**src/verilog/psi_map.svh**
```systemverilog
`ifndef PSI_MAP_SVH
`define PSI_MAP_SVH

// Register offsets on the management port.
`define PSI_ADDR_W 5
`define PSI_OFF_IRQ_EN 5'h12
`define PSI_OFF_STATUS 5'h13
`define PSI_OFF_IND_CFG 5'h14

// Interrupt enable register fields.
`define PSI_IE_TEST 0
`define PSI_IE_GLOBAL 1
`define PSI_IE_RSVD 2
`define PSI_IE_LINK_MSK 4
`define PSI_IE_DUP_MSK 5
`define PSI_IE_SPD_MSK 6
`define PSI_IE_AN_MSK 7
`define PSI_IE_RST 8'h00

// Status change register fields.
`define PSI_SC_PEND 2
`define PSI_SC_LINK 4
`define PSI_SC_DUP 5
`define PSI_SC_SPD 6
`define PSI_SC_AN 7

// Indicator configuration register fields.
`define PSI_IC_ONE_HI 15
`define PSI_IC_ONE_LO 12
`define PSI_IC_TWO_HI 11
`define PSI_IC_TWO_LO 8
`define PSI_IC_DUR_HI 3
`define PSI_IC_DUR_LO 2
`define PSI_IC_STRETCH 1
`define PSI_IC_RST 16'h0422

// Timing, times in milliseconds.
`define PSI_CLK_HZ 20000000
`define PSI_CYC_PER_MS (`PSI_CLK_HZ / 1000)
`define PSI_STRETCH_A_MS 30
`define PSI_STRETCH_B_MS 60
`define PSI_STRETCH_C_MS 100
`define PSI_BLINK_FAST_MS 50
`define PSI_BLINK_SLOW_MS 250
`define PSI_CNT_W 23

`endif

```
**src/verilog/psi_pkg.sv**
```systemverilog
`include "psi_map.svh"

package psi_pkg;

  typedef enum logic [3:0] {
    SEL_SPEED = 4'h0,
    SEL_TX = 4'h1,
    SEL_RX = 4'h2,
    SEL_COL = 4'h3,
    SEL_LINK = 4'h4,
    SEL_DUPLEX = 4'h5,
    SEL_UNUSED = 4'h6,
    SEL_ACT = 4'h7,
    SEL_ON = 4'h8,
    SEL_OFF = 4'h9,
    SEL_FAST = 4'hA,
    SEL_SLOW = 4'hB,
    SEL_LINK_RX = 4'hC,
    SEL_LINK_ACT = 4'hD,
    SEL_CODE_E = 4'hE,
    SEL_CODE_F = 4'hF
  } psi_sel_t;

  typedef struct packed {
    logic [7:0] irqEn;
    logic [15:0] indCfg;
    logic anFlag;
    logic spdFlag;
    logic dupFlag;
    logic lnkFlag;
    logic prevAn;
    logic prevSpd;
    logic prevDup;
    logic prevLnk;
    logic irqPend;
    logic [15:0] rdData;
    logic [`PSI_CNT_W-1:0] fastCnt;
    logic [`PSI_CNT_W-1:0] slowCnt;
    logic fastPhase;
    logic slowPhase;
  } psi_regs_state_t;

  typedef struct packed {
    logic [`PSI_CNT_W-1:0] cnt;
    logic ledOn;
  } psi_ind_state_t;

endpackage

```
**src/verilog/psi_ind_if.sv**
```systemverilog
`timescale 1ns/1ps
`default_nettype none
`include "psi_map.svh"

interface psi_ind_if;
  logic linkUp;
  logic fullDuplex;
  logic speed100;
  logic txActive;
  logic rxActive;
  logic collision;
  logic fastPhase;
  logic slowPhase;
  logic pulseStretch;
  logic [`PSI_CNT_W-1:0] stretchCycles;

  modport src (
    output linkUp, fullDuplex, speed100, txActive, rxActive, collision,
    output fastPhase, slowPhase, pulseStretch, stretchCycles
  );
  modport dst (
    input linkUp, fullDuplex, speed100, txActive, rxActive, collision,
    input fastPhase, slowPhase, pulseStretch, stretchCycles
  );
endinterface

`default_nettype wire

```
**src/verilog/psi_indicator.sv**
```systemverilog
`timescale 1ns/1ps
`default_nettype none
`include "psi_map.svh"

module psi_indicator (
  input wire logic clk,
  input wire logic rst,
  input wire psi_pkg::psi_sel_t sel,
  input wire logic secondField,
  psi_ind_if.dst bus,
  output logic ledOn
);
  import psi_pkg::*;

  psi_ind_state_t s;
  psi_ind_state_t next_s;
  logic combined;
  logic stretchable;
  logic evt;
  logic doStretch;
  logic held;

  // Codes 1110 and 1111 swap meaning between the two fields.
  function automatic logic isDupCol(input psi_sel_t code, input logic second);
    isDupCol = second ? (code == SEL_CODE_E) : (code == SEL_CODE_F);
  endfunction

  always_comb begin
    next_s = s;
    combined = (sel == SEL_LINK_RX) || (sel == SEL_LINK_ACT) || isDupCol(sel, secondField);
    stretchable = (sel == SEL_TX) || (sel == SEL_RX) || (sel == SEL_COL) || (sel == SEL_ACT);
    case (sel)
      SEL_TX: evt = bus.txActive;
      SEL_RX, SEL_LINK_RX: evt = bus.rxActive;
      SEL_ACT, SEL_LINK_ACT: evt = bus.rxActive | bus.txActive;
      default: evt = isDupCol(sel, secondField) ? bus.collision : 1'b0;
    endcase
    if (sel == SEL_COL) begin
      evt = bus.collision;
    end
    // Combined displays stretch even with the global stretch bit off.
    doStretch = combined | (bus.pulseStretch & stretchable);
    if (doStretch && evt) begin
      next_s.cnt = bus.stretchCycles;
    end else if (s.cnt != '0) begin
      next_s.cnt = s.cnt - `PSI_CNT_W'(1);
    end
    held = evt | (doStretch & (s.cnt != '0));
    case (sel)
      SEL_SPEED: next_s.ledOn = bus.speed100;
      SEL_TX, SEL_RX, SEL_COL, SEL_ACT: next_s.ledOn = held;
      SEL_LINK: next_s.ledOn = bus.linkUp;
      SEL_DUPLEX: next_s.ledOn = bus.fullDuplex;
      SEL_ON: next_s.ledOn = 1'b1;
      SEL_OFF: next_s.ledOn = 1'b0;
      SEL_FAST: next_s.ledOn = bus.fastPhase;
      SEL_SLOW: next_s.ledOn = bus.slowPhase;
      // Secondary event flips the primary level; with link down it blinks from off.
      SEL_LINK_RX, SEL_LINK_ACT: next_s.ledOn = bus.linkUp ^ (held & bus.fastPhase);
      default: begin
        if (isDupCol(sel, secondField)) begin
          next_s.ledOn = bus.fullDuplex ^ (held & bus.fastPhase);
        end else begin
          next_s.ledOn = 1'b0;
        end
      end
    endcase
  end

  always_ff @(posedge clk) begin
    if (rst) begin
      s <= '0;
    end else begin
      s <= next_s;
    end
  end

  assign ledOn = s.ledOn;

  AST_FORCE_ON: assert property (@(posedge clk) disable iff (rst)
    (sel == SEL_ON) |=> ledOn)
    else $error("Indicator not on in force-on mode.");

  AST_FORCE_OFF: assert property (@(posedge clk) disable iff (rst)
    (sel == SEL_OFF) |=> !ledOn)
    else $error("Indicator not off in force-off mode.");

  AST_COMBINED_STRETCH: assert property (@(posedge clk) disable iff (rst)
    (combined && evt && !bus.pulseStretch) |=> (s.cnt != '0))
    else $error("Combined display event was not stretched.");

  AST_LINK_SOLID: assert property (@(posedge clk) disable iff (rst)
    ((sel == SEL_LINK_RX) && bus.linkUp && !held) |=> ledOn)
    else $error("Link-combined display not solid while link is up.");

endmodule

`default_nettype wire

```
**src/verilog/psi_regs.sv**
```systemverilog
// Functional notes
// - Global enable gates all change interrupts but not the test bit, resets zero.
// - Test bit forces interrupt output low.
// - Autoneg done flag, read only, self clearing.
// - Speed change flag sticky until status read.
// - Duplex change flag latched, cleared by read.
// - Link change flag latched, cleared by read.
// - Pending bit shows management interrupt pending.
// - Field one codes 0000 through 0111 decoded.
// - Test codes on, off, fast, slow.
// - Field one combined codes 1100, 1101, 1111.
// - Field two shares encodings, resets to link.
// - Field two 1110 duplex-collision, 1111 unused.
// - Link solid on, secondary event toggles.
// - Activity blinks even with link down.
// - Duplex solid on, collision toggles.
// - Combined displays always stretched.
// - Per-event masks enable interrupt causes.
// - Stretch duration 30, 60, 100 ms.
// - Global stretch bit, resets to one.
//
// The strobed register port was left to the implementer.
`timescale 1ns/1ps
`default_nettype none
`include "psi_map.svh"

module psi_regs #(
  parameter int unsigned STRETCH_A_CYC = `PSI_STRETCH_A_MS * `PSI_CYC_PER_MS,
  parameter int unsigned STRETCH_B_CYC = `PSI_STRETCH_B_MS * `PSI_CYC_PER_MS,
  parameter int unsigned STRETCH_C_CYC = `PSI_STRETCH_C_MS * `PSI_CYC_PER_MS,
  parameter int unsigned BLINK_FAST_CYC = `PSI_BLINK_FAST_MS * `PSI_CYC_PER_MS,
  parameter int unsigned BLINK_SLOW_CYC = `PSI_BLINK_SLOW_MS * `PSI_CYC_PER_MS
) (
  input wire logic clk,
  input wire logic rst,
  input wire logic [`PSI_ADDR_W-1:0] regAddr,
  input wire logic [15:0] regWrData,
  input wire logic regWr,
  input wire logic regRd,
  output logic [15:0] regRdData,
  input wire logic autonegDone,
  input wire logic speed100,
  input wire logic fullDuplex,
  input wire logic linkUp,
  input wire logic txActive,
  input wire logic rxActive,
  input wire logic collision,
  output logic mgmtIrqN,
  output logic indicatorOneOn,
  output logic indicatorTwoOn
);
  import psi_pkg::*;

  localparam logic [`PSI_CNT_W-1:0] STRETCH_A = `PSI_CNT_W'(STRETCH_A_CYC);
  localparam logic [`PSI_CNT_W-1:0] STRETCH_B = `PSI_CNT_W'(STRETCH_B_CYC);
  localparam logic [`PSI_CNT_W-1:0] STRETCH_C = `PSI_CNT_W'(STRETCH_C_CYC);
  localparam logic [`PSI_CNT_W-1:0] FAST_LAST = `PSI_CNT_W'(BLINK_FAST_CYC - 1);
  localparam logic [`PSI_CNT_W-1:0] SLOW_LAST = `PSI_CNT_W'(BLINK_SLOW_CYC - 1);

  psi_regs_state_t s;
  psi_regs_state_t next_s;
  logic wrIe;
  logic wrCfg;
  logic rdStatus;
  logic anEvt;
  logic spdEvt;
  logic dupEvt;
  logic lnkEvt;

  psi_ind_if indBus ();

  // A change seen in the clearing cycle still sets the flag, so it
  // survives into the next read instead of being swallowed.
  function automatic logic stickyNext(input logic evt, input logic flag, input logic clr);
    stickyNext = evt | (flag & ~clr);
  endfunction

  function automatic logic irqFor(input psi_regs_state_t st);
    logic cause;
    cause = (st.irqEn[`PSI_IE_AN_MSK] & st.anFlag)
          | (st.irqEn[`PSI_IE_SPD_MSK] & st.spdFlag)
          | (st.irqEn[`PSI_IE_DUP_MSK] & st.dupFlag)
          | (st.irqEn[`PSI_IE_LINK_MSK] & st.lnkFlag);
    irqFor = (st.irqEn[`PSI_IE_GLOBAL] & cause) | st.irqEn[`PSI_IE_TEST];
  endfunction

  function automatic logic [`PSI_CNT_W-1:0] stretchLen(input logic [1:0] code);
    case (code)
      2'h0: stretchLen = STRETCH_A;
      2'h1: stretchLen = STRETCH_B;
      default: stretchLen = STRETCH_C;
    endcase
  endfunction

  always_comb begin
    next_s = s;
    wrIe = regWr && (regAddr == `PSI_OFF_IRQ_EN);
    wrCfg = regWr && (regAddr == `PSI_OFF_IND_CFG);
    rdStatus = regRd && (regAddr == `PSI_OFF_STATUS);

    if (wrIe) begin
      next_s.irqEn = regWrData[7:0];
    end
    if (wrCfg) begin
      next_s.indCfg = regWrData;
    end

    anEvt = autonegDone & ~s.prevAn;
    spdEvt = speed100 ^ s.prevSpd;
    dupEvt = fullDuplex ^ s.prevDup;
    lnkEvt = linkUp ^ s.prevLnk;
    next_s.prevAn = autonegDone;
    next_s.prevSpd = speed100;
    next_s.prevDup = fullDuplex;
    next_s.prevLnk = linkUp;
    next_s.anFlag = stickyNext(anEvt, s.anFlag, rdStatus);
    next_s.spdFlag = stickyNext(spdEvt, s.spdFlag, rdStatus);
    next_s.dupFlag = stickyNext(dupEvt, s.dupFlag, rdStatus);
    next_s.lnkFlag = stickyNext(lnkEvt, s.lnkFlag, rdStatus);
    next_s.irqPend = irqFor(next_s);

    next_s.rdData = '0;
    if (regRd) begin
      case (regAddr)
        `PSI_OFF_IRQ_EN: next_s.rdData = {8'h00, s.irqEn};
        `PSI_OFF_STATUS: begin
          next_s.rdData[`PSI_SC_AN] = s.anFlag;
          next_s.rdData[`PSI_SC_SPD] = s.spdFlag;
          next_s.rdData[`PSI_SC_DUP] = s.dupFlag;
          next_s.rdData[`PSI_SC_LINK] = s.lnkFlag;
          next_s.rdData[`PSI_SC_PEND] = s.irqPend;
        end
        `PSI_OFF_IND_CFG: next_s.rdData = s.indCfg;
        default: next_s.rdData = '0;
      endcase
    end

    // Blink phases come from free-running dividers on the device clock.
    if (s.fastCnt == FAST_LAST) begin
      next_s.fastCnt = '0;
      next_s.fastPhase = ~s.fastPhase;
    end else begin
      next_s.fastCnt = s.fastCnt + `PSI_CNT_W'(1);
    end
    if (s.slowCnt == SLOW_LAST) begin
      next_s.slowCnt = '0;
      next_s.slowPhase = ~s.slowPhase;
    end else begin
      next_s.slowCnt = s.slowCnt + `PSI_CNT_W'(1);
    end
  end

  always_ff @(posedge clk) begin
    if (rst) begin
      s <= '0;
      s.irqEn <= `PSI_IE_RST;
      s.indCfg <= `PSI_IC_RST;
    end else begin
      s <= next_s;
    end
  end

  assign indBus.linkUp = linkUp;
  assign indBus.fullDuplex = fullDuplex;
  assign indBus.speed100 = speed100;
  assign indBus.txActive = txActive;
  assign indBus.rxActive = rxActive;
  assign indBus.collision = collision;
  assign indBus.fastPhase = s.fastPhase;
  assign indBus.slowPhase = s.slowPhase;
  assign indBus.pulseStretch = s.indCfg[`PSI_IC_STRETCH];
  assign indBus.stretchCycles = stretchLen(s.indCfg[`PSI_IC_DUR_HI:`PSI_IC_DUR_LO]);

  psi_indicator indOne (
    .clk(clk),
    .rst(rst),
    .sel(psi_sel_t'(s.indCfg[`PSI_IC_ONE_HI:`PSI_IC_ONE_LO])),
    .secondField(1'b0),
    .bus(indBus.dst),
    .ledOn(indicatorOneOn)
  );

  psi_indicator indTwo (
    .clk(clk),
    .rst(rst),
    .sel(psi_sel_t'(s.indCfg[`PSI_IC_TWO_HI:`PSI_IC_TWO_LO])),
    .secondField(1'b1),
    .bus(indBus.dst),
    .ledOn(indicatorTwoOn)
  );

  assign regRdData = s.rdData;
  assign mgmtIrqN = ~s.irqPend;

  AST_GLOBAL_OFF: assert property (@(posedge clk) disable iff (rst)
    (!s.irqEn[`PSI_IE_GLOBAL] && !s.irqEn[`PSI_IE_TEST]) |-> mgmtIrqN)
    else $error("Interrupt asserted with global enable off.");

  AST_TEST_FORCE: assert property (@(posedge clk) disable iff (rst)
    (wrIe && regWrData[`PSI_IE_TEST]) |=> !mgmtIrqN)
    else $error("Test force did not assert the interrupt.");

  AST_SPEED_SET: assert property (@(posedge clk) disable iff (rst)
    (speed100 != s.prevSpd) |=> s.spdFlag)
    else $error("Speed change not latched.");

  AST_SPEED_HOLD: assert property (@(posedge clk) disable iff (rst)
    (s.spdFlag && !rdStatus) |=> s.spdFlag)
    else $error("Speed change flag dropped without a read.");

  AST_LINK_CLEAR: assert property (@(posedge clk) disable iff (rst)
    (rdStatus && (linkUp == s.prevLnk)) |=> !s.lnkFlag)
    else $error("Link change flag not cleared by status read.");

  AST_DUP_KEEP: assert property (@(posedge clk) disable iff (rst)
    (rdStatus && (fullDuplex != s.prevDup)) |=>
      (s.dupFlag && (regRdData[`PSI_SC_DUP] == $past(s.dupFlag))))
    else $error("Duplex change during read was lost or misreported.");

  AST_AN_SET: assert property (@(posedge clk) disable iff (rst)
    $rose(autonegDone) && $past(autonegDone) == s.prevAn |=> s.anFlag)
    else $error("Autoneg completion not flagged.");

  AST_PEND_BIT: assert property (@(posedge clk) disable iff (rst)
    rdStatus |=> (regRdData[`PSI_SC_PEND] == $past(s.irqEn[`PSI_IE_TEST] | (s.irqEn[`PSI_IE_GLOBAL]
      & |(s.irqEn[`PSI_IE_AN_MSK:`PSI_IE_LINK_MSK] & {s.anFlag, s.spdFlag, s.dupFlag, s.lnkFlag})))))
    else $error("Pending bit does not match interrupt state.");

  AST_MASKED_IRQ: assert property (@(posedge clk) disable iff (rst)
    (s.lnkFlag && s.irqEn[`PSI_IE_LINK_MSK] && s.irqEn[`PSI_IE_GLOBAL]) |-> !mgmtIrqN)
    else $error("Enabled link change did not raise the interrupt.");

  AST_RD_ONE_CYCLE: assert property (@(posedge clk) disable iff (rst)
    !regRd |=> (regRdData == 16'h0000))
    else $error("Read data present outside the answer cycle.");

  AST_DUP_SET: assert property (@(posedge clk) disable iff (rst)
    (fullDuplex != s.prevDup) |=> s.dupFlag)
    else $error("Duplex change not latched.");

  AST_LINK_SET: assert property (@(posedge clk) disable iff (rst)
    (linkUp != s.prevLnk) |=> s.lnkFlag)
    else $error("Link change not latched.");

  AST_DUP_HOLD: assert property (@(posedge clk) disable iff (rst)
    (s.dupFlag && !rdStatus) |=> s.dupFlag)
    else $error("Duplex change flag dropped without a read.");

  AST_LINK_HOLD: assert property (@(posedge clk) disable iff (rst)
    (s.lnkFlag && !rdStatus) |=> s.lnkFlag)
    else $error("Link change flag dropped without a read.");

  AST_AN_HOLD: assert property (@(posedge clk) disable iff (rst)
    (s.anFlag && !rdStatus) |=> s.anFlag)
    else $error("Autoneg flag dropped without a read.");

  AST_SPEED_CLEAR: assert property (@(posedge clk) disable iff (rst)
    (rdStatus && (speed100 == s.prevSpd)) |=> !s.spdFlag)
    else $error("Speed change flag not cleared by status read.");

  AST_DUP_CLEAR: assert property (@(posedge clk) disable iff (rst)
    (rdStatus && (fullDuplex == s.prevDup)) |=> !s.dupFlag)
    else $error("Duplex change flag not cleared by status read.");

  AST_AN_CLEAR: assert property (@(posedge clk) disable iff (rst)
    (rdStatus && !anEvt) |=> !s.anFlag)
    else $error("Autoneg flag not cleared by status read.");

  AST_STATUS_BITS: assert property (@(posedge clk) disable iff (rst)
    rdStatus |=> (regRdData[`PSI_SC_AN:`PSI_SC_LINK] == $past({s.anFlag, s.spdFlag, s.dupFlag,
      s.lnkFlag})))
    else $error("Status read does not report the change flags.");

  AST_STATUS_RSVD: assert property (@(posedge clk) disable iff (rst)
    rdStatus |=> ((regRdData & 16'hFF0B) == 16'h0000))
    else $error("Reserved status bits read nonzero.");

  AST_TEST_HOLD: assert property (@(posedge clk) disable iff (rst)
    s.irqEn[`PSI_IE_TEST] |-> !mgmtIrqN)
    else $error("Interrupt released while test force is set.");

  AST_IRQ_RELEASE: assert property (@(posedge clk) disable iff (rst)
    (rdStatus && !regWr && !s.irqEn[`PSI_IE_TEST] && !anEvt && !spdEvt && !dupEvt && !lnkEvt)
      |=> mgmtIrqN)
    else $error("Interrupt not released after status read.");

  AST_IE_WRITE: assert property (@(posedge clk) disable iff (rst)
    wrIe |=> (s.irqEn == $past(regWrData[7:0])))
    else $error("Interrupt enable write not stored.");

  AST_CFG_WRITE: assert property (@(posedge clk) disable iff (rst)
    wrCfg |=> (s.indCfg == $past(regWrData)))
    else $error("Indicator configuration write not stored.");

  AST_RD_IE: assert property (@(posedge clk) disable iff (rst)
    (regRd && (regAddr == `PSI_OFF_IRQ_EN)) |=> (regRdData == {8'h00, $past(s.irqEn)}))
    else $error("Interrupt enable readback wrong.");

  AST_RD_CFG: assert property (@(posedge clk) disable iff (rst)
    (regRd && (regAddr == `PSI_OFF_IND_CFG)) |=> (regRdData == $past(s.indCfg)))
    else $error("Indicator configuration readback wrong.");

  AST_FAST_TOGGLE: assert property (@(posedge clk) disable iff (rst)
    (s.fastCnt == FAST_LAST) |=> (s.fastPhase != $past(s.fastPhase)))
    else $error("Fast blink phase did not toggle at the end of its count.");

  AST_FAST_STEADY: assert property (@(posedge clk) disable iff (rst)
    (s.fastCnt != FAST_LAST) |=> $stable(s.fastPhase))
    else $error("Fast blink phase toggled early.");

  AST_SLOW_TOGGLE: assert property (@(posedge clk) disable iff (rst)
    (s.slowCnt == SLOW_LAST) |=> (s.slowPhase != $past(s.slowPhase)))
    else $error("Slow blink phase did not toggle at the end of its count.");

endmodule

`default_nettype wire

```
**config.mk**
```make
export PLATFORM = sky130hd
export DESIGN_NAME = psi_regs
export DESIGN_NICKNAME = d
export VERILOG_FILES = /design/src/verilog/psi_pkg.sv /design/src/verilog/psi_ind_if.sv /design/src/verilog/psi_indicator.sv /design/src/verilog/psi_regs.sv
export VERILOG_INCLUDE_DIRS = /design/src /design/src/verilog
export SDC_FILE = /design/constraint.sdc
export NUM_CORES = 1
export LEC_CHECK = 0
export ABC_AREA = 1
export BUFFER_PORTS_ARGS = -buffer_cell sky130_fd_sc_hd__buf_2
export CAP_MARGIN = 5
export CORE_ASPECT_RATIO = 1.2
export CORE_UTILIZATION = 41
export DETAILED_ROUTE_END_ITERATION = 10
export PLACE_DENSITY_LB_ADDON = 0.15
export REMOVE_ABC_BUFFERS = 1
export SETUP_SLACK_MARGIN = 0.5
export SYNTH_ARGS = -nofsm -noshare
export SYNTH_HDL_FRONTEND = slang
export SYNTH_HIERARCHICAL = 1
export SYNTH_SLANG_ARGS = --single-unit
export TNS_END_PERCENT = 10
```
**constraint.sdc**
```tcl
create_clock -name clk -period 1.55 [get_ports clk]
set_input_delay 0.0775 -clock clk [delete_from_list [all_inputs] [get_ports clk]]
set_output_delay 0.0775 -clock clk [all_outputs]
set_load 0.02 [all_outputs]
```
# After elaboration in Yosys (flattened, before gate mapping)
# Index checks and enable logic that the tools add are counted.
# word_totals
mem_bits_rw,0
output_inout_bits,19
word_cells,155
ff_bits,145
mem_count,0
romBits,0
latch_bits,0
# classes
n_mul,0
n_lt_le_gt_ge,0
eq_ne,32
n_reduce_logical,34
div_mod_pow,0
muxes,20
shift,0
addsub,4
n_bitwise,43
# op_table
cell,count
$mux W23,4
$eq A4 B4 Y1 const B,14
$add A23 B1 Y23 const B,2
$reduce_bool A23 Y1,2
$sub A23 B1 Y23 const B,2
$pmux W21 S2,1
$eq A4 B3 Y1 const B,6
$eq A23 B20 Y1 const B,1
$eq A23 B23 Y1 const B,1
$pmux W1 S9,2
$reduce_or A2 Y1,9
$and A1 B1 Y1,16
$eq A4 B2 Y1 const B,4
$eq A5 B5 Y1 const B,3
$or A1 B1 Y1,13
$pmux W4 S3,1
$logic_or A1 B1 Y1,10
$pmux W1 S3,3
$eq A4 B1 Y1 const B,2
$logic_not A4 Y1,2
$mux W8,1
$reduce_or A4 Y1,2
$not A1 Y1,7
$xor A1 B1 Y1,7
other kinds (8),18

# Longest topological paths before layout
# Gate-level depths: netlist (run 1).
# logic_depth
depth_word,12
depth_mapped,16
ltp_nobuf,16

# Cells and area by module
# Netlist (run 1), hierarchy kept.
# modules_own_cells
module,instances,area_per_inst_um2,cells_per_inst,seq_area_each_um2
psi_regs,1,4380.5,578,1941.9
psi_indicator,2,1745.4,279,480.5

# Least setup slack after synthesis (run 1)
# OpenSTA, ideal clock, no wires.
# synth_path
path_kind,reg-to-reg
startpoint,register indOne/s[1] (netlist bit)
endpoint,register indOne/s[3] (netlist bit)
setup_slack_ps,-154
required_ps,1423
path_stages_with_launch,8
t_arrival_ps,1576
cell_sequence,dfxtp_1 > inv_1 > ha_1 > nand4_1 > nor4_1 > nor2_8 > o21ai_1 > a21oi_1
# synth_between
elab_chain_len,3
elab_cells_between_ends,5
# synth_rtl
element,line,rtl
"start, declared",psi_indicator.sv:15,psi_ind_state_t s;
"start signal, assigned",psi_indicator.sv:74,s <= next_s;
$sub A23 B1 Y23,psi_indicator.sv:46,next_s.cnt = s.cnt - `PSI_CNT_W'(1);
$mux W23,psi_indicator.sv:45,end else if (s.cnt != '0) begin
$mux W23,psi_indicator.sv:43,if (doStretch && evt) begin
# Parallel ways exist; a longest one is shown, timed or not. The select of a mux whose other input is x is not followed.
# A chain may end at the register's enable or synchronous reset.

==> results of run 1 <==
[power breakdown]
part	leakage, nW	switching [mW]	internal (mW)
sequential	1.18	0.333	4.21
clock	0.314	1.72	2.77
combinational	3.56	3.67	3.69
[cells in the final DEF (no fill, tap or decap), types with 5 or more instances in the layout]
cell type / instances
a21oi_1: 83
a21oi_2: 11
buf_2: 50
buf_4: 166
clkbuf_16: 17
conb_1: 24
dfxtp_1: 136
dfxtp_4: 8
dlygate4sd3_1: 20
ha_1: 6
inv_1: 134
inv_2: 13
inv_6: 5
nand2_1: 215
nand2_2: 23
nand2_4: 8
nand3_1: 68
nand3_2: 10
nand4_1: 16
nor2_1: 140
nor2_2: 19
nor2_4: 12
nor3_1: 25
nor3_2: 9
nor4_1: 6
o21ai_0: 31
o21ai_1: 15
or2_0: 5
or2_2: 5
xnor2_1: 19
xor2_1: 42
[cell families after synthesis]
logic type                 Yosys count  share of synthesized area [%]
and+or+nand+nor                    573                          33.95
buffers and inverters              192                          10.79
AOI/OAI and AO/OA                  156                          10.43
DFF                                145                          36.88
xor gates and xnor gates            62                          6.899
adders and majority gates            6                         0.9537
other                                2                        0.09541
[how the worst min path moves through the flow]
stage                 from                       endpoint  slack, ps
3_3_place_gp   autonegDone               s[68]$_SDFF_PP0_        290
3_5_place_dp   autonegDone               s[68]$_SDFF_PP0_        300
6_report             regWr               s[93]$_SDFF_PP0_         20
4_1_cts              regWr               s[94]$_SDFF_PP0_          2
5_1_grt              regWr               s[96]$_SDFF_PP0_         20
2_1_floorplan          rst  indBus.slowPhase$_SDFFE_PP0P_        150
[routing by layer]
| metal | up-vias | share of wire [%] | wire [um] | GRT usage, % |
|---|---|---|---|---|
| li1 | 4087 | - | - | - |
| met1 | 3474 | 45 | 9230 | 26.38 |
| met2 | 82 | 52 | 10730 | 39.64 |
| met3 | 33 | 1.8 | 366 | 3.340 |
| met4 | 0 | 1.9 | 402 | 7.227 |
| met5 | - | 0 | 0 | 0 |
[flip-flops by register name, summed over array words and instances, names as in the netlist]
name / cells
indOne/s: 23
indTwo/s: 23
indOne/ledOn: 1
s: 78
indBus.fastPhase: 1
regRdData: 16
indBus.slowPhase: 1
indBus.pulseStretch: 1
indTwo/ledOn: 1
[area by class of cell]
type | count | area, um^2
Fill cell | 1881 | 8074
Clock inverter | 14 | 201.4
Clock buffer | 18 | 439.2
Inverter | 152 | 595.6
Sequential cell | 145 | 2934
Timing Repair inverter | 1 | 6.256
Multi-Input combinational cell | 823 | 4467
Timing Repair Buffer | 243 | 1818
Tap cell | 256 | 320.3
[critical path: stages, from the launching register on]
cell	delay (ps)
dfxtp_4	400
buf_6	120
nor2_4	40
nand2_2	50
nand2_1	50
nor2_1	110
nand2_2	80
inv_2	50
nand2_2	40
nand2_2	90
nand2_2	70
nand2_4	120
inv_8	70
nor2_4	190
nand2_1	100
a21oi_2	110
[timing repair]
action,in CTS,in global routing
pin swaps,19,24
cloned,4,0
endpoints found under the setup margin,97,98
setup buffers,9,3
endpoints found under the hold margin,28,0
resized for setup,66,48
hold buffers,20,0
==> impl_metrics.py, run 1 <==
metrics = {
    "final_layout": {
        "final_core_util_pct": 57.18,
        "areaGrowthSynthToFinish_pct": 36.97,
        "fin_cells": 1652,
        "drive_gt1_share_pct": 28.08,
        "final_area_mm2": 0.01078,
        "fin_nets": 1421,
        "antenna_cells": 0,
    },
    "clock_tree": {
        "clk_pin_slew_ps": 60,
        "numCtsBuffers": 17,
        "cts_root_buffer": "clkbuf_16",
        "cts_tree": "yes",
        "clk_latency_ps": 430,
        "cts.htree.levels": 4,
        "clock_path_buffers": 2,
        "cts.sinks": 145,
    },
    "synthesis": {
        "synth_top_area_cell": "dfxtp_1",
        "synth_top_area_share_pct": 36.88,
        "netlist_area_mm2": 0.007871,
        "yosysMostFrequentCell": "nand2_1",
        "ys_types": 43,
        "ys_ff_latch": 145,
        "yosys-top-cells-area": "dfxtp_1 37%, nand2_1 11%, nor2_1 7.5%",
        "synth_edf_count": 0,
        "seq_area_frac_synth_pct": 36.88,
        "syn-mean-instance-area_um2": 6.929,
        "async_reset_ff_share_pct": 0,
        "synth-warning-count": 6,
        "synth_common_cells": "230 x nand2_1, 157 x nor2_1, 145 x dfxtp_1",
        "ys.flop_type": "dfxtp_1",
        "netlist_instances": 1136,
    },
    "setup_path": {
        "reg2reg_slack_ps": -200,
        "worst_setup_path_start_kind": "flop",
        "required_ps": 1910,
        "reg2reg_from": "s[82]$_SDFFE_PP0P_",
        "crit_start": "s[82]$_SDFFE_PP0P_",
        "cp-end-kind": "flop",
        "reg2reg_to": "indTwo/s[4]$_SDFFE_PP0P_",
        "cp.arrival_ps": 2110,
        "ff2ff_path_depth": 15,
        "worstSetupPathType": "flop to flop",
        "crit_end": "indTwo/s[4]$_SDFFE_PP0P_",
        "crit_fanout": 7,
    },
    "detailed_routing": {
        "firstDrtPassIters": 5,
        "postRouteWirelength_um": 20730,
        "vias": 7676,
        "drtIter0Drc": 314,
        "wl_per_cell_um": 12.55,
        "drcViolationCount": 0,
        "ant_nets": 0,
        "vias_per_cell": 4.646,
    },
    "sta": {
        "clock.fmax_mhz": 571.9,
        "layout_setup_ws_ps": -198.6,
        "finalSetupViolCount": 49,
        "setup_tns_ps": -5566,
        "timing.final.crit_share_pct": 112.8,
        "rsz0062_at_grt": "true",
        "drv_slew": 0,
        "fin_crit_ps": 1749,
        "whs_ps": 22.79,
        "finalHoldViolCount": 0,
        "finClkSkew_ps": 11.43,
    },
    "die": {
        "dieArea_mm2": 0.01976,
        "start_util_pct": 41.75,
        "io_pins": 51,
        "die_w_um": 128.5,
        "core_mm2": 0.01886,
        "row_count": 55,
        "chipHeight_um": 153.8,
    },
    "place": {
        "pre_cts_ws_ps": -254.1,
        "post_dp_cell_area_mm2": 0.009477,
        "dp.cells": 1584,
        "post-dp-hpwl_um": 15130,
        "io_buffers": 50,
        "gp_congestion": 0.8264,
    },
    "pwr": {
        "p_leak_nw": 5.054,
        "power_per_cell_area_mw_per_mm2": 1520,
        "power_mw": 16.39,
        "vdd_drop_max_mv": 0.7883,
    },
    "grt": {
        "grt_pass1_wl_um": 34620,
        "antenna_found_initial": 0,
        "grt_overflow_total": 0,
        "first_global_vias": 7517,
        "grt_start_max_net_pins": 29,
        "grt_usage_pct": 22.01,
    },
    "outcome": {
        "violations": "setup timing",
        "run_status": "complete, but fails checks",
    },
    "min_path": {
        "hold_path_class": "input port to flop",
        "holdPathStages": 3,
    },
    "job": {
        "drv_cap": 0,
    },
}
Note: power is estimated with default switching activity, not from simulation.
==> inputs of run 2 (changes only) <==
==> constraint.sdc (replaced) <==
create_clock -name clk -period 1.55 [get_ports clk]
set_input_delay 0.0775 -clock clk [delete_from_list [all_inputs] [get_ports clk]]
set_output_delay 0.0775 -clock clk [all_outputs]
set_load 0.05 [all_outputs]
==> impl_metrics.py, run 2 (synthesized netlist as in run 1, its figures left out) <==
metrics = {
    "sta": {
        "finalHoldViolCount": 0,
        "fin_crit_ps": 1748,
        "rsz0062_at_grt": "true",
        "timing.final.crit_share_pct": 112.8,
        "finClkSkew_ps": 11.30,
        "setup_tns_ps": -5521,
        "clock.fmax_mhz": 571.9,
        "finalSetupViolCount": 50,
        "drv_slew": 0,
        "layout_setup_ws_ps": -198.4,
    },
    "final_layout": {
        "areaGrowthSynthToFinish_pct": 37.07,
        "n_fill_cell": 1881,
        "drive_gt1_share_pct": 28.22,
        "antenna_cells": 0,
        "largest_register_ffs": 78,
        "multi_input_area_mm2": 0.004478,
        "final_cell_mix": "215 x nand2_1, 167 x buf_4, 140 x nor2_1",
        "reg_top3": "s (78), indOne/s (23), indTwo/s (23)",
        "final_core_util_pct": 57.22,
        "fin_cells": 1652,
        "final_common_cell": "nand2_1",
        "fin_nets": 1421,
        "seqCellArea_mm2": 0.002934,
        "top_register": "s",
    },
    "setup_path": {
        "worst_setup_path_start_kind": "flop",
        "required_ps": 1910,
        "cp-end-kind": "flop",
        "crit_fanout": 7,
        "worstSetupPathType": "flop to flop",
        "cp.arrival_ps": 2110,
    },
    "pwr": {
        "power_per_cell_area_mw_per_mm2": 1525,
        "switchingPower_mw": 5.744,
        "swShare_pct": 34.91,
        "p_leak_nw": 5.062,
        "pwr-share-seq_pct": 27.6,
        "power_frac_clock_pct": 27.2,
        "comb_power_share_pct": 45.1,
        "vdd_drop_max_mv": 0.7997,
        "power_mw": 16.45,
        "intPower_mw": 10.71,
    },
    "clock_tree": {
        "cts.htree.levels": 4,
        "clk_latency_ps": 420,
        "numCtsBuffers": 17,
        "clock_path_buffers": 2,
        "cts_tree": "yes",
        "cts.sinks": 145,
        "clk_pin_slew_ps": 60,
        "cts_root_buffer": "clkbuf_16",
    },
    "grt": {
        "first_global_vias": 7524,
        "grt_overflow_total": 0,
        "grt_pass1_wl_um": 34620,
        "grt_usage_pct": 22.00,
        "antenna_found_initial": 0,
        "grt_start_max_net_pins": 29,
    },
    "die": {
        "io_pins": 51,
        "chipHeight_um": 153.8,
        "core_mm2": 0.01886,
        "start_util_pct": 41.75,
        "die_w_um": 128.5,
        "dieArea_mm2": 0.01976,
        "row_count": 55,
    },
    "detailed_routing": {
        "wl_per_cell_um": 12.54,
        "firstDrtPassIters": 5,
        "vias": 7703,
        "drtIter0Drc": 305,
        "ant_nets": 0,
        "drcViolationCount": 0,
        "postRouteWirelength_um": 20710,
        "vias_per_cell": 4.663,
    },
    "min_path": {
        "hold_path_class": "input port to flop",
    },
    "outcome": {
        "violations": "setup timing",
        "run_status": "complete, but fails checks",
    },
    "job": {
        "drv_cap": 0,
    },
    "place": {
        "post-dp-hpwl_um": 15130,
        "gp_congestion": 0.8264,
        "io_buffers": 50,
        "dp.cells": 1584,
    },
}
## run 2: changes by cell type in the layout (fill, tap and decap cells not counted)
cell     before  now
o21ai_1      15   14
buf_4       166  167
xnor2_1      19   18
xnor2_2       0    1
o21ai_2       2    3
buf_6         3    2
## run 2: path summary, 6_finish.rpt
kind / from / end / slack [ps] / cells after the start
setup / recovery: s[82]$_SDFFE_PP0P_ / indTwo/s[4]$_SDFFE_PP0P_ / -200 / 15
hold / removal: regWr / s[93]$_SDFF_PP0_ / 20 / 3
setup reg to reg: s[82]$_SDFFE_PP0P_ / indTwo/s[4]$_SDFFE_PP0P_ / -200 / 15
hold reg to reg: s[73]$_SDFFE_PP0P_ / s[73]$_SDFFE_PP0P_ / 450 / 2
## run 2: power by group through the flow
stage,Clock (mW),Sequential (mW),Combinational [mW]
2_1_floorplan,0,4.63,3.71
3_3_place_gp,0,4.60,6.79
3_5_place_dp,0,4.59,6.83
4_1_cts,4.59,4.52,7.12
5_1_grt,4.74,4.59,8.31
6_report,4.48,4.55,7.43
## run 2: per-layer routing
metal	global-route usage, %	up-vias	share of wire (%)
met1	26.27	3502	44
li1	-	4090	-
met2	39.72	85	52
met5	0	-	0
met4	7.115	0	1.6
met3	3.445	26	2.0
## run 2: cell type report
cell class,instances,share of cell area [%]
clock buffers,18,4.071
multi-input cells,823,41.51
repair buffers,243,16.82
well taps,256,2.969
inverters,152,5.520
repair inverters,1,0.05798
flip-flops and latches,145,27.19
clock inverters,14,1.867
## run 2: what timing repair did
action	in CTS	in global routing
resized for setup	64	51
hold buffers	20	0
gates cloned	4	0
pin swaps	18	24
hold endpoints to repair	28	0
setup endpoints to repair	116	116
setup buffers	9	3
## run 2: worst max-delay path, cell delays in order, from the launching register on
cell and delay (ps):
dfxtp_4 400, buf_6 120, nor2_4 40, nand2_2 50, nand2_1 50, nor2_1 110, nand2_2 80, inv_2 50
nand2_2 40, nand2_2 90, nand2_2 70, nand2_4 120, inv_8 70, nor2_4 190, nand2_1 100, a21oi_2 110
## run 2: stage by stage
stage	area (um^2)	hold WS (ps)	setup slack, ps
2_1_floorplan	7680	146.6	-211.2
3_3_place_gp	9477	293.0	-234.5
3_5_place_dp	9477	300.4	-254.1
4_1_cts	10600	2.441	-126.8
5_1_grt	10790	22.96	-321.9
6_report	10790	23.62	-198.4
==> inputs of run 3 (changes only) <==
--- a/config.mk
+++ b/config.mk
@@ -11,4 +11,5 @@
 export CAP_MARGIN = 5
 export CORE_ASPECT_RATIO = 1.2
+export CORE_MARGIN = 8
 export CORE_UTILIZATION = 41
 export DETAILED_ROUTE_END_ITERATION = 10
==> constraint.sdc (replaced) <==
create_clock -name clk -period 1.63 [get_ports clk]
set_input_delay 0.2445 -clock clk [delete_from_list [all_inputs] [get_ports clk]]
set_output_delay 0.2445 -clock clk [all_outputs]
set_load 0.05 [all_outputs]
==> impl_metrics.py, run 3 (synthesized netlist as in run 1, its figures left out) <==
metrics = {
    "outcome": {
        "run_status": "complete, but fails checks",
        "violations": "setup timing",
    },
    "sta": {
        "finalHoldViolCount": 0,
        "slew_headroom_pct": 63.10,
        "rsz0062_at_grt": "true",
        "whs_ps": 30.59,
        "finalSetupViolCount": 34,
        "timing.final.crit_share_pct": 104.9,
        "worstMarginPinSlew_ps": 552.1,
        "layout_setup_ws_ps": -79.37,
        "drv_slew": 0,
        "clock.fmax_mhz": 585.0,
        "fin_crit_ps": 1709,
        "finClkSkew_ps": 12.00,
    },
    "die": {
        "chipHeight_um": 167.8,
        "io_pins": 51,
        "core_mm2": 0.01886,
        "dieArea_mm2": 0.02391,
        "row_count": 55,
        "start_util_pct": 41.75,
        "die_w_um": 142.5,
    },
    "clock_tree": {
        "cts_root_buffer": "clkbuf_16",
        "clk_latency_ps": 420,
        "cts.sinks": 145,
        "numCtsBuffers": 17,
        "cts.htree.levels": 4,
        "clk_pin_slew_ps": 70,
        "cts_tree": "yes",
        "clock_path_buffers": 2,
    },
    "setup_path": {
        "path_delay_family": "simple AND/OR/NAND/NOR gates",
        "ff2ff_path_depth": 15,
        "crit_chain": "inv_4 > nand2_2 > buf_6 > nand2_1 > nand2_2 > a21oi_2 > nand2_2 > nand2_1 > nand3_2 > nand2_2 > nand2_2 > nand3_2 > nand3_2 > nand2_1 > inv_1",
        "worst_path_most_repeated_cell": "nand2_2",
        "cp_num_cells": 15,
        "cp.arrival_ps": 2020,
        "reg2reg_from": "s[81]$_SDFFE_PP0P_",
        "worst-path-buf-inv": 3,
        "cp-end-kind": "flop",
        "slowest_stage": "dfxtp_4",
        "required_ps": 1950,
        "max_stage_delay_ps": 370,
        "crit_start": "s[81]$_SDFFE_PP0P_",
        "worstSetupPathType": "flop to flop",
        "crit_fanout": 5,
        "worst_setup_path_start_kind": "flop",
    },
    "final_layout": {
        "top_register": "s",
        "areaGrowthSynthToFinish_pct": 42.11,
        "reg_top3": "s (78), indOne/s (23), indTwo/s (23)",
        "largest_register_ffs": 78,
        "drive_gt1_share_pct": 36.95,
        "final_common_cell": "nand2_1",
        "fin_nets": 1381,
        "final_cell_mix": "201 x nand2_1, 139 x buf_4, 125 x inv_1",
    },
    "detailed_routing": {
        "firstDrtPassIters": 5,
        "wirelength_met1_um": 9604,
        "ant_nets": 0,
        "postRouteWirelength_um": 21930,
        "vias": 7679,
        "drcViolationCount": 0,
        "top_layer": "met4",
        "wl_met3_um": 689,
        "vias_per_cell": 4.761,
        "routed-wl-met2_um": 11210,
        "drtIter0Drc": 435,
        "wl_per_cell_um": 13.59,
    },
    "pwr": {
        "power_per_cell_area_mw_per_mm2": 1360,
        "power_frac_clock_pct": 26.0,
        "vdd_drop_max_mv": 0.8510,
        "switchingPower_mw": 5.526,
        "comb_power_share_pct": 45.5,
        "intPower_mw": 9.686,
        "power_mw": 15.21,
        "pwr-share-seq_pct": 28.5,
        "p_leak_nw": 4.972,
        "swShare_pct": 36.32,
    },
    "min_path": {
        "holdPathStages": 3,
        "hold_path_class": "input port to flop",
        "min-delay-start": "autonegDone",
    },
    "grt": {
        "grt_overflow_total": 0,
        "grt_start_max_net_pins": 29,
        "antenna_found_initial": 1,
        "first_global_vias": 7580,
        "grt_pass1_wl_um": 35820,
        "grt_usage_pct": 18.50,
    },
    "job": {
        "drv_cap": 0,
    },
    "place": {
        "post-dp-hpwl_um": 15760,
        "io_buffers": 50,
        "gp_congestion": 0.8786,
    },
}
-- run 3: changes by cell type in the layout (fill, tap and decap cells not counted), moves of 12 or more --
cell | before | now
a21oi_2 | 11 | 26
a21oi_1 | 83 | 68
nand2_1 | 215 | 201
nor2_1 | 140 | 110
buf_8 | 1 | 18
dfxtp_1 | 136 | 105
nor2_2 | 19 | 31
buf_4 | 167 | 139
nor2_4 | 12 | 30
buf_2 | 50 | 31
dlygate4sd3_1 | 20 | 0
dfxtp_2 | 1 | 29
-- run 3: what timing repair did --
item | 4_1_cts | 5_1_grt
pin swaps | 65 | 64
gates resized for setup | 197 | 159
buffers inserted | 13 | 5
hold buffers | 0 | 0
endpoints found under the setup margin | 115 | 122
cloned | 3 | 1
endpoints found under the hold margin | 0 | 0
-- run 3: worst paths after layout --
path                              to  slack [ps]
max          indTwo/ledOn$_SDFF_PP0_         -80
min                 s[68]$_SDFF_PP0_          30
max reg2reg  indTwo/ledOn$_SDFF_PP0_         -80
min reg2reg       s[77]$_SDFFE_PP0P_         450
-- run 3: area by class of cell --
| class | instances | area (um^2) |
|---|---|---|
| Inverter | 152 | 608.1 |
| Sequential cell | 145 | 2980 |
| Clock inverter | 14 | 155.1 |
| Multi-Input combinational cell | 824 | 5010 |
| Timing Repair Buffer | 202 | 1662 |
| Antenna cell | 1 | 2.502 |
| Clock buffer | 18 | 439.2 |
| Tap cell | 256 | 320.3 |
| Fill cell | 1784 | 7670 |
| Timing Repair inverter | 1 | 8.758 |
-- run 3: power groups by stage --
stage | sequential [mW] | clock [mW] | combinational (mW)
after floorplan | 4.41 | 0 | 3.53
after CTS | 4.34 | 4.04 | 6.49
after global routing | 4.40 | 4.21 | 7.70
after global placement | 4.39 | 0 | 6.01
final | 4.34 | 3.96 | 6.92
after detailed placement | 4.38 | 0 | 6.05
-- run 3: layer usage --
metal  global-route usage, %  vias up
li1                        -     4009
met4                   6.389        0
met3                   3.905       33
met5                       0        -
met2                   32.32      106
met1                   21.85     3531
-- run 3: tightest hold or removal path: stages --
cell,delay (ps)
buf_2,70
inv_1,30
nor2_1,70
-- run 3: per-stage QoR --
| stage | utilization, % | worst slack [ps] | TNS (ps) | cell area [um^2] | std cells |
|---|---|---|---|---|---|
| finish | 59.32 | -79.37 | -1388 | 11190 | 1613 |
| global route | 59.32 | -219.8 | -7368 | 11190 | 1613 |
| CTS | 56.28 | -114.2 | -1750 | 10610 | 1606 |
| detailed placement | 49.16 | -158.8 | -3402 | 9269 | 1558 |
| global placement | 49.16 | -121.9 | -2539 | 9269 | 1558 |
| floorplan | - | -131.2 | -1106 | 7680 | 1118 |
